===== config.mk =====
export PLATFORM = sky130hd
export DESIGN_NAME = tcs_device_flat
export DESIGN_NICKNAME = d
export VERILOG_FILES = /design/src/hdl/tcs_pkg.sv /design/src/hdl/tcs_if.sv /design/src/hdl/tcs_cal_block.sv /design/src/hdl/tcs_device.sv /design/src/flat_wrapper.sv
export SDC_FILE = /design/constraint.sdc
export NUM_CORES = 2
export LEC_CHECK = 0
export BUFFER_PORTS_ARGS = -buffer_cell sky130_fd_sc_hd__buf_2
export CAP_MARGIN = 15
export CORE_MARGIN = 2
export CORE_UTILIZATION = 35
export DETAILED_ROUTE_END_ITERATION = 6
export PLACE_DENSITY = 0.56
export SYNTH_ARGS = -nofsm -noshare
export SYNTH_HDL_FRONTEND = slang
export SYNTH_SLANG_ARGS = --single-unit

===== constraint.sdc =====
create_clock -name sys_clk -period 5.4 [get_ports sys_clk]
set_input_delay 0 -clock sys_clk [delete_from_list [all_inputs] [get_ports sys_clk]]
set_output_delay 0 -clock sys_clk [all_outputs]
set_load 0.01 [all_outputs]

===== src/hdl/tcs_pkg.sv =====
// termination calibration sequencer: shared constants for both ends
// assumes one system clock of 125 MHz; the calibration clock is derived from it
package tcs_pkg;
  localparam int NUM_BLOCKS      = 10;
  localparam int NUM_BANKS       = 16;
  localparam int CODE_BITS       = 28;
  localparam int HALF_BITS       = 14;
  localparam int BLK_W           = 4;
  localparam int CNT_W           = 10;
  localparam int SYS_FREQ_HZ     = 125_000_000;
  localparam int SYS_PERIOD_NS   = 8;
  localparam int CAL_CLK_MAX_HZ  = 20_000_000;
  // fastest clock allowed must not be exceeded, so divide rounds up
  localparam int CAL_DIV         = (SYS_FREQ_HZ + CAL_CLK_MAX_HZ - 1) / CAL_CLK_MAX_HZ;
  localparam int CAL_HIGH        = CAL_DIV / 2;
  localparam int CAL_FULL_CYC    = 1000;
  localparam int CAL_SERIES_CYC  = 240;
  localparam int XFER_CYC        = 28;
  localparam int LOAD_MIN_NS     = 25;
  localparam int LOAD_SYS_CYC    = (LOAD_MIN_NS + SYS_PERIOD_NS - 1) / SYS_PERIOD_NS;
  localparam int LOAD_CAL_RAW    = (LOAD_SYS_CYC + CAL_DIV - 1) / CAL_DIV;
  localparam int LOAD_CAL_CYC    = (LOAD_CAL_RAW < 1) ? 1 : LOAD_CAL_RAW;
  localparam logic [BLK_W-1:0] BLK_NONE = 4'hF;
endpackage : tcs_pkg


===== src/hdl/tcs_if.sv =====
// termination calibration sequencer: wires between fabric logic and device
// assumes both ends sit on sys_clk; calUserClock is a divided level, not a clock
`timescale 1ns/1ps
interface tcs_if #(
  parameter int NB = tcs_pkg::NUM_BLOCKS,
  parameter int NK = tcs_pkg::NUM_BANKS
);
  logic          calUserClock;     // divided calibration clock level
  logic          calModeSelect;    // 1 calibrate, 0 serial transfer
  logic          calClearN;        // active-low clear
  logic [NB-1:0] blockCalEnable;   // one enable per block
  logic [NK-1:0] bankParallelLoad; // one load per bank

  modport ctrl (output calUserClock, calModeSelect, calClearN, blockCalEnable,
                bankParallelLoad);
  modport dev  (input  calUserClock, calModeSelect, calClearN, blockCalEnable,
                bankParallelLoad);
endinterface : tcs_if


===== src/hdl/tcs_cal_block.sv =====
// termination calibration sequencer: one calibration block
// assumes calRise marks a calibration clock edge and inputs are pre-edge values
`timescale 1ns/1ps
module tcs_cal_block (
  input  wire logic                          sys_clk,    // system clock
  input  wire logic                          reset,      // sync reset
  input  wire logic                          calRise,    // cal clock edge
  input  wire logic                          modeSel,    // cal / transfer
  input  wire logic                          clearN,     // active-low clear
  input  wire logic                          enable,     // this block's enable
  input  wire logic [tcs_pkg::CODE_BITS-1:0] measCode,   // comparator result
  output logic                               seriesDone, // series half valid
  output logic                               fullDone,   // both halves valid
  output logic                               serBit,     // serial code bit
  output logic                               serValid    // bit strobe
);
  logic [tcs_pkg::CNT_W-1:0]     cnt_q;
  logic [tcs_pkg::CODE_BITS-1:0] code_q;
  logic [tcs_pkg::CODE_BITS-1:0] shift_q;
  logic                          seriesDone_q;
  logic                          fullDone_q;
  wire  calibrating = modeSel & enable;
  wire  shifting    = ~modeSel & enable;
  wire  hitSeries   = (cnt_q == tcs_pkg::CNT_W'(tcs_pkg::CAL_SERIES_CYC - 1));
  wire  hitFull     = (cnt_q == tcs_pkg::CNT_W'(tcs_pkg::CAL_FULL_CYC - 1));

  always_ff @(posedge sys_clk) begin
    if (reset) begin
      cnt_q        <= '0;
      seriesDone_q <= 1'b0;
      fullDone_q   <= 1'b0;
    // clear resets only a block not calibrating
    end else if (calRise && !clearN && !calibrating) begin
      cnt_q        <= '0;
      seriesDone_q <= 1'b0;
      fullDone_q   <= 1'b0;
    end else if (calRise && calibrating) begin
      if (!hitFull) begin
        cnt_q <= cnt_q + 1'b1;
      end
      if (hitSeries) begin
        seriesDone_q <= 1'b1;
      end
      if (hitFull) begin
        fullDone_q <= 1'b1;
      end
    end
  end

  always_ff @(posedge sys_clk) begin
    if (reset) begin
      code_q <= '0;
    end else if (calRise && calibrating) begin
      if (hitSeries) begin
        code_q[tcs_pkg::CODE_BITS-1:tcs_pkg::HALF_BITS] <=
          measCode[tcs_pkg::CODE_BITS-1:tcs_pkg::HALF_BITS];
      end
      if (hitFull) begin
        code_q[tcs_pkg::HALF_BITS-1:0] <= measCode[tcs_pkg::HALF_BITS-1:0];
      end
    end
  end

  always_ff @(posedge sys_clk) begin
    if (reset) begin
      shift_q <= '0;
    end else if (calRise) begin
      shift_q <= shifting ? {shift_q[tcs_pkg::CODE_BITS-2:0], 1'b0} : code_q;
    end
  end

  assign seriesDone = seriesDone_q;
  assign fullDone   = fullDone_q;
  assign serBit     = shift_q[tcs_pkg::CODE_BITS-1];
  assign serValid   = calRise & shifting;
endmodule : tcs_cal_block


===== src/hdl/tcs_device.sv =====
// termination calibration sequencer: device end (blocks, banks, power-up run)
// assumes the fabric end keeps calUserClock toggling from reset onward
`timescale 1ns/1ps
module tcs_device #(
  parameter int NB = tcs_pkg::NUM_BLOCKS,
  parameter int NK = tcs_pkg::NUM_BANKS
) (
  input  wire logic                                sys_clk,    // system clock
  input  wire logic                                reset,      // sync reset
  tcs_if.dev                                       link,       // fabric control
  input  wire logic [NB*tcs_pkg::CODE_BITS-1:0]    measCode,   // per-block result
  input  wire logic [NK*tcs_pkg::BLK_W-1:0]        bankSource, // block feeding bank
  output logic      [NK*tcs_pkg::CODE_BITS-1:0]    bankCode,   // active bank codes
  output logic      [NB-1:0]                       blockDone,  // full cal done
  output logic                                     userMode    // power-up run over
);
  typedef enum logic [1:0] {
    PU_CAL = 2'b00, PU_SHIFT = 2'b01, PU_LOAD = 2'b11, PU_USER = 2'b10
  } tcs_pu_e;

  tcs_pu_e                   puState_q;
  logic [tcs_pkg::CNT_W-1:0] puCnt_q;
  logic                      clkPrev_q, modePrev_q, clrPrev_q;
  logic [NB-1:0]             enPrev_q;
  logic [NK-1:0]             loadPrev_q;
  logic [NB-1:0]             serBit, serValid;
  logic [tcs_pkg::CODE_BITS-1:0] bankShift_q [NK];
  logic [tcs_pkg::CODE_BITS-1:0] bankCode_q  [NK];

  // edge seen with the values that stood before it
  wire calRise  = link.calUserClock & ~clkPrev_q;
  wire inUser   = (puState_q == PU_USER);
  // power-up run overrides the fabric pins
  wire effMode  = inUser ? modePrev_q : (puState_q == PU_CAL);
  wire effClrN  = inUser ? clrPrev_q  : 1'b1;
  wire [NB-1:0] effEn   = inUser ? enPrev_q : {NB{puState_q != PU_LOAD}};
  wire [NK-1:0] effLoad = inUser ? loadPrev_q : {NK{puState_q == PU_LOAD}};
  wire puLast = (puState_q == PU_CAL   && puCnt_q == tcs_pkg::CNT_W'(tcs_pkg::CAL_FULL_CYC))
             || (puState_q == PU_SHIFT && puCnt_q == tcs_pkg::CNT_W'(tcs_pkg::XFER_CYC - 1))
             || (puState_q == PU_LOAD  && puCnt_q == tcs_pkg::CNT_W'(tcs_pkg::LOAD_CAL_CYC - 1));

  always_ff @(posedge sys_clk) begin
    clkPrev_q  <= reset ? 1'b0 : link.calUserClock;
    modePrev_q <= reset ? 1'b0 : link.calModeSelect;
    clrPrev_q  <= reset ? 1'b1 : link.calClearN;
    enPrev_q   <= reset ? '0   : link.blockCalEnable;
    loadPrev_q <= reset ? '0   : link.bankParallelLoad;
  end

  // calibrate, shift, load, then user mode
  always_ff @(posedge sys_clk) begin
    if (reset) begin
      puState_q <= PU_CAL;
      puCnt_q   <= '0;
    end else if (calRise && !inUser) begin
      puCnt_q <= puLast ? '0 : puCnt_q + 1'b1;
      if (puLast) begin
        case (puState_q)
          PU_CAL:   puState_q <= PU_SHIFT;
          PU_SHIFT: puState_q <= PU_LOAD;
          default:  puState_q <= PU_USER;
        endcase
      end
    end
  end

  // mode and clear shared, enables private
  for (genvar b = 0; b < NB; b++) begin : g_blk
    tcs_cal_block u_blk (
      .sys_clk    (sys_clk),
      .reset      (reset),
      .calRise    (calRise),
      .modeSel    (effMode),
      .clearN     (effClrN),
      .enable     (effEn[b]),
      .measCode   (measCode[b*tcs_pkg::CODE_BITS +: tcs_pkg::CODE_BITS]),
      .seriesDone (),
      .fullDone   (blockDone[b]),
      .serBit     (serBit[b]),
      .serValid   (serValid[b])
    );
  end

  // any bank may take any block's code
  for (genvar k = 0; k < NK; k++) begin : g_bank
    wire [tcs_pkg::BLK_W-1:0] src = bankSource[k*tcs_pkg::BLK_W +: tcs_pkg::BLK_W];
    wire srcOk = (int'(src) < NB);
    always_ff @(posedge sys_clk) begin
      if (reset) begin
        bankShift_q[k] <= '0;
        bankCode_q[k]  <= '0;
      end else begin
        if (srcOk && serValid[src]) begin
          bankShift_q[k] <= {bankShift_q[k][tcs_pkg::CODE_BITS-2:0], serBit[src]};
        end
        // own load makes the code parallel
        if (calRise && effLoad[k]) begin
          bankCode_q[k] <= bankShift_q[k];
        end
      end
    end
    assign bankCode[k*tcs_pkg::CODE_BITS +: tcs_pkg::CODE_BITS] = bankCode_q[k];
  end

  assign userMode = inUser;
endmodule : tcs_device


===== src/flat_wrapper.sv =====
// flat-port wrapper written by rule: the top's interface ports become plain ports
module tcs_device_flat 
#(
  parameter int NB = tcs_pkg::NUM_BLOCKS,
  parameter int NK = tcs_pkg::NUM_BANKS
)
  (sys_clk, reset, measCode, bankSource, bankCode, blockDone, userMode, link_calUserClock, link_calModeSelect, link_calClearN, link_blockCalEnable, link_bankParallelLoad);
  tcs_if #(.NB(NB), .NK(NK)) link_i ();
  input  wire logic sys_clk;
  input  wire logic reset;
  input  wire logic [NB*tcs_pkg::CODE_BITS-1:0] measCode;
  input  wire logic [NK*tcs_pkg::BLK_W-1:0] bankSource;
  output logic      [NK*tcs_pkg::CODE_BITS-1:0] bankCode;
  output logic      [NB-1:0] blockDone;
  output logic userMode;
  input wire logic [$bits(link_i.calUserClock)-1:0] link_calUserClock;
  input wire logic [$bits(link_i.calModeSelect)-1:0] link_calModeSelect;
  input wire logic [$bits(link_i.calClearN)-1:0] link_calClearN;
  input wire logic [$bits(link_i.blockCalEnable)-1:0] link_blockCalEnable;
  input wire logic [$bits(link_i.bankParallelLoad)-1:0] link_bankParallelLoad;
  assign link_i.calUserClock = link_calUserClock;
  assign link_i.calModeSelect = link_calModeSelect;
  assign link_i.calClearN = link_calClearN;
  assign link_i.blockCalEnable = link_blockCalEnable;
  assign link_i.bankParallelLoad = link_bankParallelLoad;
  tcs_device #(.NB(NB), .NK(NK)) u_core (.sys_clk(sys_clk), .reset(reset), .link(link_i), .measCode(measCode), .bankSource(bankSource), .bankCode(bankCode), .blockDone(blockDone), .userMode(userMode));
endmodule

==> flow_summary_export.csv <==
group,metric,value,unit
detailed_routing,post_drt_wl_per_cell,20.2,um
die,fp.dieH,441,um
grt,track_usage,19.4,%
power,seqPwrFrac,50.2,%
detailed_routing,top_layer_used,"met5",
worst_setup_path,worst-endpoint-arrival,4760,ps
timing,setup_tns_final,0,ps
die,placementRows,160,
timing,report.final.slew_viol_count,0,
power,power.share.combinational,6.8,%
synth,synth-seq-area-share,61.5,%
status,outcome,"finished with violations",
die,pin_count,834,
finish,syn2layout_area_growth,28.9,%
power,netSwitchingFraction,23.2,%
detailed_routing,met2RoutedLength,101000,um
cts,cts.repair_timing.setup_buffer_count,0,
power,power.switching,6.32,mW
timing,timing.final.setup_violations,0,
detailed_routing,vias,48800,
power,p_clk_share,43.0,%
timing,final.min_clock_period,4070,ps
die,horizontal_die_dimension,441,um
cts,clk_pin_slew,60,ps
synth,synth_area,0.0668,sq mm
cts,ctsRootBufferMaster,"clkbuf_16",
min_path,hp-class,"input port to register",
synth,number_of_unique_standard_cell_types_used_by_synthesis,73,
synth,number_of_synthesized_flops_with_an_enable_pin,896,
synth,ys_seq_elements,1607,
placed_design,gp_routability_congestion,0.819,
die,area_of_the_core_region,0.190,sq mm
timing,skew,52.1,ps
worst_setup_path,critical_path_class,"register to register",
cts,htree_levels,4,
synth,syn_area_per_cell,11.7,sq um
grt,antenna_found_initial,71,
detailed_routing,drc_errors,0,
placed_design,io_buffers,833,
worst_setup_path,start_kind,"register",
synth,synth_cells,5709,
detailed_routing,initial_drc_count,3347,
detailed_routing,wl,197000,um
cts,clockBufferDepth,3,
worst_setup_path,timing.critical_path.mode_cell,"buf_4",
die,initial_standard_cell_utilization_of_the_core,35.2,%
cts,tritoncts,"built",
cts,number_of_clock_sinks,1607,
grt,pin_count_of_the_biggest_net_entering_global_routing,219,
grt,wire_length_of_the_first_global_routing_pass,291000,um
synth,synthFlopType,"edfxtp_1",
worst_setup_path,timing.critical_path.to_type,"register",
worst_setup_path,worstPathMaxFanout,33,
synth,yosys_warnings,0,
die,die-area,0.194,sq mm
synth,ys_async_sr_fraction,0,%
timing,slew_headroom,21.3,%
power,cellLeakagePower,32.4,nW
timing,grt_setup_unrepaired,"false",
finish,drive_gt1_share,19.3,%
placed_design,hpwlAfterDp,132000,um
worst_setup_path,timing.critical_path.slowest_stage_cell,"dlygate4sd3_1",
power,internal-power,21.0,mW
power,power.ir.vdd_worst,0.274,mV
grt,grt-ovfl-total,0,
timing,hold-worst-slack,-16.1,ps
power,power-per-cell-area,317,mW/mm^2
detailed_routing,detail_route.wirelength.met1,81100,um
timing,timing.final.hold_violations,1,
power,design_power_total,27.3,mW
detailed_routing,routed_antenna_nets,0,
status,failed_checks,"negative hold slack",
cts,cts_made_buffers,171,
timing,post-route-period-util,75.4,%
worst_setup_path,critical_path_required,6090,ps
worst_setup_path,worst_path_largest_cell_delay,570,ps
worst_setup_path,timing.critical_path.cells,"buf_4, or3b_2, buf_4, nor2_1, buf_4, nand4_1, nand2_1, a21oi_1, dlygate4sd3_1",
timing,worst_slew_pin_slew,1180,ps
detailed_routing,drtPass1Iterations,5,
detailed_routing,met3WireLength,8380,um
grt,vias_in_the_first_global_route,47900,
finish,nets,7452,
synth,mappedNetlistNets,6096,
flow_run,drv_cap,0,
timing,max_clock_freq,0.245,GHz
detailed_routing,routed_via_density,5.00,
cts,clk-insertion-delay-late,820,ps
-- path summary, 6_finish.rpt --
kind	start	end	slack, ps	depth (start not counted)
setup / recovery	u_core.puState_q[0]	u_core.g_blk[8].u_blk.code_q[27]	1330	9
setup reg to reg	u_core.puState_q[0]	u_core.g_blk[8].u_blk.code_q[27]	1330	9
hold reg to reg	u_core.g_blk[4].u_blk.fullDone	u_core.g_blk[4].u_blk.fullDone	450	2
hold / removal	bankSource[25]	u_core.bankShift_q[6][0]	-20	5
-- stage by stage --
stage	utilization [%]	instance area, sq um	setup WS (ps)	hold slack (ps)	std cells
floorplan	-	66800	1090	104	5709
global placement	38.5	73200	1460	190	8691
detailed placement	38.5	73200	1360	192	8692
CTS	45.1	85700	1330	4.65	9695
global route	45.3	86100	1080	15.0	9759
finish	45.3	86100	1330	-16.1	9768
-- logic make-up after synthesis --
kind of cell	synth area share [%]
flops	61.5
compound gates	10.5
simple gates	16.7
buf+inv	3.21
mux	6.59
fa+ha+maj	0.225
xor+xnor	1.26
-- final cells by class --
type | instances | area, sq um
fillers | 17400 | 104000
flip-flops and latches | 1607 | 41100
multi-input cells | 3618 | 23900
repair buffers | 1640 | 12100
clock buffers | 252 | 4910
well taps | 2511 | 3140
clock inverters | 65 | 738
diodes | 48 | 120
inverters | 27 | 101
-- Yosys cell counts, types with 24 or more instances --
master    count  area share, %
nand3_1     109           0.82
a21oi_1     196            1.5
mux2_2       25           0.42
nor2b_1      34           0.32
nor4b_1     155            2.0
and2_1      452            4.2
edfxtp_1    896             40
buf_2        91           0.68
xor2_1       25           0.33
dfxtp_1     711             21
nor3_1       37           0.28
clkbuf_1    320            1.8
nand2b_1     24           0.22
nand4_1      24           0.22
inv_1        27           0.15
nor4b_2      24           0.54
a211oi_1    135            1.5
nand2_1     547            3.1
o21ai_0      52           0.39
a21boi_0    274            3.1
nor4_1       39           0.37
nor2_1      614            3.4
xnor2_1      71           0.93
buf_4        24           0.27
mux4_2       32            1.1
a311oi_1    137            1.8
mux2i_1     340            5.1
-- cell usage in the layout (no fill, tap or decap), types with 52 or more instances in the layout --
cell type,Yosys,routed
a211oi_1,135,135
a21boi_0,274,274
a21oi_1,196,196
a311oi_1,137,137
and2_1,452,452
buf_2,91,832
buf_4,24,92
clkbuf_1,320,52
clkbuf_16,0,174
dfxtp_1,711,708
dlygate4sd3_1,0,700
edfxtp_1,896,896
mux2i_1,340,340
nand2_1,547,546
nand3_1,109,109
nor2_1,614,614
nor4b_1,155,155
o21ai_0,52,52
xnor2_1,71,71
-- per-layer routing --
metal | GRT usage, % | vias to the layer above
li1 | - | 23400
met5 | 0 | -
met2 | 33.8 | 1192
met1 | 23.8 | 23900
met3 | 2.96 | 324
met4 | 8.27 | 10
-- flip-flops by register name, indices dropped and copies added (netlist names) --
name                         flops
u_core.g_blk.u_blk.code_q      280
u_core.modePrev_q                1
u_core.clkPrev_q                 1
u_core.clrPrev_q                 1
u_core.enPrev_q                 10
u_core.loadPrev_q               16
u_core.bankCode_q              448
u_core.bankShift_q             448
u_core.g_blk.u_blk.fullDone     10
u_core.g_blk.u_blk.shift_q     280
u_core.puState_q                 2
u_core.puCnt_q                  10
u_core.g_blk.u_blk.cnt_q       100
-- repair_timing --
item                                   in CTS  in global routing
hold buffers                              686                 14
gates resized for setup                     0                  0
endpoints found under the hold margin     845                  5
-- power groups by stage --
| stage | logic [mW] | registers [mW] | clock network [mW] |
|---|---|---|---|
| floorplan | 0.808 | 13.9 | 0 |
| global placement | 1.45 | 14.0 | 0 |
| detailed placement | 1.48 | 14.0 | 0 |
| CTS | 1.86 | 13.7 | 12.0 |
| global route | 2.03 | 13.7 | 12.5 |
| finish | 1.87 | 13.7 | 11.7 |
-- worst max-delay path: cells and delay by family (launching register included) --
| kind | cells | cell delay [ps] |
|---|---|---|
| flip-flops | 1 | 440 |
| buffers and inverters | 4 | 1470 |
| AO/OA/AOI/OAI | 1 | 80 |
| AND/OR/NAND/NOR | 4 | 1890 |
Note: power is estimated with default switching activity, not from simulation.
